===== config.mk =====
export PLATFORM = sky130hd
export DESIGN_NAME = secure_boot_loader_sequencer
export DESIGN_NICKNAME = d
export VERILOG_FILES = /design/src/hdl/boot_seq_pkg.sv /design/src/hdl/secure_boot_loader_sequencer.sv
export SDC_FILE = /design/constraint.sdc
export NUM_CORES = 1
export LEC_CHECK = 0
export BUFFER_PORTS_ARGS = -buffer_cell sky130_fd_sc_hd__buf_2
export CAP_MARGIN = 20
export CORE_MARGIN = 2
export CORE_UTILIZATION = 52
export DETAILED_ROUTE_END_ITERATION = 6
export GPL_TIMING_DRIVEN = 0
export PLACE_DENSITY = 0.88
export SETUP_SLACK_MARGIN = 0.05
export SLEW_MARGIN = 10
export SYNTH_ARGS = -nofsm -noshare
export SYNTH_HDL_FRONTEND = slang
export SYNTH_SLANG_ARGS = --single-unit

===== constraint.sdc =====
create_clock -name sys_clk -period 2.56 [get_ports sys_clk]
set_input_delay 0.768 -clock sys_clk [delete_from_list [all_inputs] [get_ports sys_clk]]
set_output_delay 0.768 -clock sys_clk [all_outputs]
set_load 0.01 [all_outputs]

===== src/hdl/boot_seq_pkg.sv =====
// constants, types and rule summary for the boot sequencer
// Summary of operation
// - Sample stimulus at start; active enters bootloader
// - Act only on packets with verified signature
// - Stimulus reassignment allowed only inside session
// - Disable command blocks later program memory changes
// - Verify program memory signature every start; skipped here when a stimulus or serial sync opens a session
// - Signature failure holds device in safe state; here lp_exit restarts the sequence from ST_START
// - Development mode lets bootloader reactivate after failure
// - Images need loaded customer key first
// - No stimulus: watch serial sync within 6s
// - No stimulus assigned by default; parameter write sets
package boot_seq_pkg;
  localparam int  SYNC_WINDOW_S   = 6;
  localparam int  CLK_HZ          = 40000000;
  localparam int  STIM_W          = 6;
  localparam logic [STIM_W-1:0] STIM_RST = 6'h00;
  localparam logic STIM_DEF_RST   = 1'b0;

  typedef enum logic [2:0] {
    ST_START   = 3'b000,
    ST_WATCH   = 3'b001,
    ST_VERIFY  = 3'b010,
    ST_SESSION = 3'b011,
    ST_RUN     = 3'b100,
    ST_SAFE    = 3'b101
  } boot_state_e;

  typedef enum logic [1:0] {
    CMD_PARAM_WRITE = 2'b00,
    CMD_LOAD_KEY    = 2'b01,
    CMD_LOAD_IMAGE  = 2'b10,
    CMD_DISABLE_IF  = 2'b11
  } boot_cmd_e;

  // one packet as delivered by the transport and signature engine
  typedef struct packed {
    logic             valid;
    logic             sig_ok;
    boot_cmd_e        cmd;
    logic [STIM_W-1:0] stim_sel;
  } packet_s;

  // verify engine answer: done and pass
  typedef struct packed {
    logic done;
    logic pass;
  } verify_s;
endpackage


===== src/hdl/secure_boot_loader_sequencer.sv =====
// boot-time sequencer: bootloader session or secure boot
`timescale 1ns/1ps
`default_nettype none
module secure_boot_loader_sequencer #(
  parameter int SYNC_CYCLES = boot_seq_pkg::SYNC_WINDOW_S * boot_seq_pkg::CLK_HZ
) (
  // clock and reset
  input  wire logic                                    sys_clk,
  input  wire logic                                    rst_n,
  // start triggers and pins
  input  wire logic                                    lp_exit,
  input  wire logic [(1 << boot_seq_pkg::STIM_W)-1:0] gpio_in,
  input  wire logic                                    boot_serial_receive_sync,
  input  wire logic                                    dev_mode,
  // signed packets from the host
  input  wire boot_seq_pkg::packet_s                   pkt,
  output logic                                         pkt_ready,
  // program memory signature check and image write
  input  wire boot_seq_pkg::verify_s                   verify,
  output logic                                         verify_start,
  output logic                                         pm_write_en,
  // status
  output logic                                         cpu_release,
  output logic                                         safe_mode,
  output logic                                         session_active,
  output logic                                         loader_disabled,
  output logic                                         key_loaded
);
  import boot_seq_pkg::*;

  typedef struct packed {
    boot_state_e              st;
    logic [STIM_W-1:0]        stim_sel;
    logic                     stim_def;
    logic                     disabled;
    logic                     key;
    logic                     vstart;
    logic                     pmw;
    logic [31:0]              cnt;
  } state_s;

  state_s s_q, s_d;
  logic   pkt_ok;
  logic   stim_hit;

  assign pkt_ok   = pkt.valid && pkt.sig_ok;
  assign stim_hit = s_q.stim_def && gpio_in[s_q.stim_sel];

  always_comb begin
    s_d        = s_q;
    s_d.vstart = 1'b0;
    s_d.pmw    = 1'b0;
    if (lp_exit) begin
      s_d.st  = ST_START;
      s_d.cnt = 32'h0;
    end else begin
      unique case (s_q.st)
        ST_START: begin
          s_d.cnt = 32'h0;
          if (stim_hit && !s_q.disabled) begin
            s_d.st = ST_SESSION;
          end else if (!s_q.stim_def && !s_q.disabled) begin
            s_d.st = ST_WATCH;
          end else begin
            s_d.st     = ST_VERIFY;
            s_d.vstart = 1'b1;
          end
        end
        ST_WATCH: begin
          s_d.cnt = s_q.cnt + 32'h1;
          if (boot_serial_receive_sync) begin
            s_d.st = ST_SESSION;
          end else if (s_q.cnt >= 32'(SYNC_CYCLES - 1)) begin
            s_d.st     = ST_VERIFY;
            s_d.vstart = 1'b1;
          end
        end
        ST_VERIFY: begin
          if (verify.done) begin
            s_d.st = verify.pass ? ST_RUN : ST_SAFE;
          end
        end
        ST_SESSION: begin
          if (pkt_ok) begin
            unique case (pkt.cmd)
              CMD_PARAM_WRITE: begin
                s_d.stim_sel = pkt.stim_sel;
                s_d.stim_def = 1'b1;
              end
              CMD_LOAD_KEY: begin
                s_d.key = 1'b1;
              end
              CMD_LOAD_IMAGE: begin
                s_d.pmw = s_q.key && !s_q.disabled;
              end
              CMD_DISABLE_IF: begin
                // session ends here; a fresh check decides what runs
                s_d.disabled = 1'b1;
                s_d.st       = ST_VERIFY;
                s_d.vstart   = 1'b1;
              end
            endcase
          end
        end
        ST_RUN: begin
        end
        ST_SAFE: begin
          // safe mode is left only on lp_exit or when development reactivation applies
          if (dev_mode && !s_q.disabled && (stim_hit || boot_serial_receive_sync)) begin
            s_d.st = ST_SESSION;
          end
        end
        default: s_d.st = ST_SAFE;
      endcase
    end
  end

  always_ff @(posedge sys_clk) begin
    if (!rst_n) begin
      s_q          <= '0;
      s_q.st       <= ST_START;
      s_q.stim_sel <= STIM_RST;
      s_q.stim_def <= STIM_DEF_RST;
    end else begin
      s_q <= s_d;
    end
  end

  assign pkt_ready       = (s_q.st == ST_SESSION);
  assign verify_start    = s_q.vstart;
  assign pm_write_en     = s_q.pmw;
  assign cpu_release     = (s_q.st == ST_RUN);
  assign safe_mode       = (s_q.st == ST_SAFE);
  assign session_active  = (s_q.st == ST_SESSION);
  assign loader_disabled = s_q.disabled;
  assign key_loaded      = s_q.key;
endmodule
`default_nettype wire


==> results_dict.tcl <==
set metrics [dict create \
    antenna_found_initial 0 \
    dp_hpwl_um 5890 \
    rsz0062_at_grt "true" \
    setup_viol 0 \
    internal-power_uw 993 \
    synth_ff_type "dfxtp_1" \
    drc 0 \
    row_count 27 \
    synth_top_family_by_area "simple AND/OR/NAND/NOR gates" \
    synth_area_per_cell_sq_um 8.73 \
    cts_tree "done" \
    synth_mux_area_share_pct 22.5 \
    layout_commonest_cell "buf_2" \
    dieHeight_um 79.3 \
    post_drt_wl_per_cell_um 15.2 \
    drt_iter0_drc 202 \
    grt_pass1_wl_um 12800 \
    synth-compound-area-share_pct 14.0 \
    synth-edff-count 0 \
    critPathTopFamily "simple AND/OR/NAND/NOR gates" \
    yosys_warnings 0 \
    critPathArrivalTime_ns 2.69 \
    combPwrFrac_pct 14.3 \
    ir_worst_vdd_mv 0.290 \
    syn_inst 338 \
    first_pass_iters 5 \
    vias_per_cell 5.91 \
    synthSimpleGateAreaFrac_pct 27.4 \
    finalMaxSlewViolations 0 \
    die_area_sq_um 6290 \
    syn_nets 420 \
    diodes 0 \
    cp.required_ns 2.80 \
    finalClockSkew_ns 0.00635 \
    final_util_pct 65.7 \
    initial_core_util_pct 53.6 \
    pin_count 89 \
    drv_cap 0 \
    die_w_um 79.3 \
    clockBufferDepth 2 \
    fin_crit_sh_pct 95.5 \
    synthXorXnorAreaFrac_pct 0 \
    syn2layout_area_growth_pct 22.6 \
    post_route_cells_drive_above_1_share_pct 33.6 \
    synth_seq_cells 46 \
    grt_pass1_vias 2869 \
    htree_levels 2 \
    drtAntennaViolNets 0 \
    fin_crit_ns 2.45 \
    ys_seq_area_share_pct 31.2 \
    cts_num_sinks 46 \
    dp_slack_ns -0.0676 \
    grt_max_degree 14 \
    synthAdderAreaFrac_pct 0.424 \
    cts_root_buf "clkbuf_8" \
    power_mw 1.33 \
    layout_common_cells "buf_2 (88), dfxtp_1 (45), nor2_1 (38), nand2_1 (35), mux2i_1 (21)" \
    swShare_pct 25.5 \
    worstPathMaxFanout 9 \
    timing.fmax_mhz 409 \
    finalWirelength_um 7690 \
    p_per_area_nw_per_um2 368 \
    core_area_sq_um 5510 \
    hold_viol_final 0 \
    outcome "finished, final reports clean" \
    holdCritPathClass "flop to flop" \
    worstSkewPairLatency_ns 0.30 \
    synthDistinctLibCells 56 \
    numCtsBuffers 5 \
    clkSlewWorstSetupHoldPaths_ns 0.08 \
    critPathBufInv 2 \
    worst_slew_pin_slew_ns 0.666 \
    cp_common_cell "buf_6" \
    grt_usage_pct 25.6 \
    cp-start-kind "flop" \
    critical_path.cell_chain "buf_6, or3b_4, or2_4, or4_4, buf_6, nor2_4, and4_1, mux2i_1, nor2b_4" \
    critPathKind "flop to flop" \
    end_kind "flop" \
    routabilityCongestion 0.886 \
    worst_slack_ns 0.115 \
    power_frac_seq_pct 54.1 \
    slowest_stage "or4_4" \
    grt_overflow 0 \
    portBuffers 87 \
    ctsHoldBuffers 0 \
    p_leak_nw 1.35 \
    synthArstFlopShare_pct 0 \
    max_slew_margin_pct 55.3 \
    max_stage_delay_ns 0.48 \
    via_count 2988 \
    p_sw_uw 339 \
    nets 516 \
    clockPowerShare_pct 31.6 \
    reg2reg_slack_ns 0.11 \
    syn-cell-area_sq_um 2950 \
]
==> layout make-up <==
| class | count | area (sq um) |
|---|---|---|
| Multi-Input combinational cell | 264 | 1930 |
| Fill cell | 441 | 1890 |
| Sequential cell | 46 | 922 |
| Timing Repair Buffer | 90 | 458 |
| Buffer | 20 | 111 |
| Tap cell | 72 | 90.1 |
| Clock buffer | 5 | 68.8 |
| Inverter | 7 | 26.3 |
| Clock inverter | 2 | 10.0 |
==> worst min-delay path: cells and delay by family, from the launching register on <==
| kind | cells | cell delay (ns) |
|---|---|---|
| DFF | 1 | 0.33 |
| and+or+nand+nor | 2 | 0.12 |
==> path summary, 6_finish.rpt <==
path,depth (start not counted),from,endpoint
max,9,s_q[45]$_SDFFE_PP0P_,s_q[30]$_SDFFE_PP0P_
min,2,key_loaded$_SDFFE_PN0P_,pm_write_en$_SDFF_PP0_
max reg2reg,9,s_q[45]$_SDFFE_PP0P_,s_q[30]$_SDFFE_PP0P_
min reg2reg,2,key_loaded$_SDFFE_PN0P_,pm_write_en$_SDFF_PP0_
==> cells by family (layout without fill, tap and decap cells) <==
| family | Yosys count | in the layout |
|---|---|---|
| simple gates | 157 | 157 |
| compound gates | 61 | 61 |
| flops | 46 | 46 |
| mux | 45 | 45 |
| buf+inv | 28 | 124 |
| fa+ha+maj | 1 | 1 |
==> synthesized netlist by cell type, types with 2 or more instances <==
master,n,area (sq um)
dfxtp_1,46,921
mux2i_1,21,210
nor3_1,9,45.0
buf_2,3,15.0
o21ai_0,5,25.0
a21oi_1,18,90.1
nor2b_1,10,62.6
or2_2,5,31.3
nor4_1,4,25.0
a31oi_1,3,18.8
clkbuf_1,13,48.8
nor2_1,38,143
or3_1,6,37.5
o22ai_1,3,18.8
nand3_1,17,85.1
o211ai_1,7,52.6
a22oi_1,4,30.0
and3_1,7,43.8
nand2b_1,5,31.3
o21a_1,4,30.0
buf_6,2,22.5
nand4_1,7,43.8
a221oi_1,2,17.5
nand2_1,35,131
inv_1,7,26.3
buf_4,2,15.0
and4_1,2,17.5
a2bb2oi_1,2,17.5
mux4_2,16,360
o31a_1,3,26.3
mux2_2,7,78.8
==> layer usage <==
| layer | wire length [um] | vias to the layer above | global-route usage, % |
|---|---|---|---|
| met3 | 422 | 21 | 5.57 |
| met1 | 3280 | 1416 | 32.2 |
| li1 | - | 1449 | - |
| met5 | 0 | - | 0 |
| met4 | 182 | 0 | 11.0 |
| met2 | 3810 | 102 | 42.5 |
==> power groups by stage <==
| stage | Sequential (mW) | Combinational [mW] | Clock, mW |
|---|---|---|---|
| after global routing | 0.722 | 0.207 | 0.459 |
| after CTS | 0.721 | 0.186 | 0.427 |
| after floorplan | 0.737 | 0.0969 | 0 |
| after global placement | 0.738 | 0.181 | 0 |
| final | 0.721 | 0.190 | 0.421 |
| after detailed placement | 0.738 | 0.186 | 0 |
==> timing repair <==
| item | 4_1_cts | 5_1_grt |
|---|---|---|
| setup buffers | 0 | 3 |
| endpoints found under the setup margin | 5 | 15 |
| gates resized for setup | 2 | 10 |
| pin swaps | 1 | 3 |
==> per-stage QoR <==
step | hold slack [ns] | setup TNS (ns) | area [sq um] | std cells
2_1_floorplan | 0.449 | 0 | 2950 | 338
3_3_place_gp | 0.457 | 0 | 3480 | 497
3_5_place_dp | 0.468 | -0.0825 | 3480 | 497
4_1_cts | 0.480 | 0 | 3560 | 503
5_1_grt | 0.509 | -0.0404 | 3620 | 506
6_report | 0.488 | 0 | 3620 | 506
==> sequential cells by signal (all words and copies together), names as in the netlist <==
signal           cells
loader_disabled      1
s_q                 42
pm_write_en          1
key_loaded           1
verify_start         1
(Power assumes the default switching activity.)
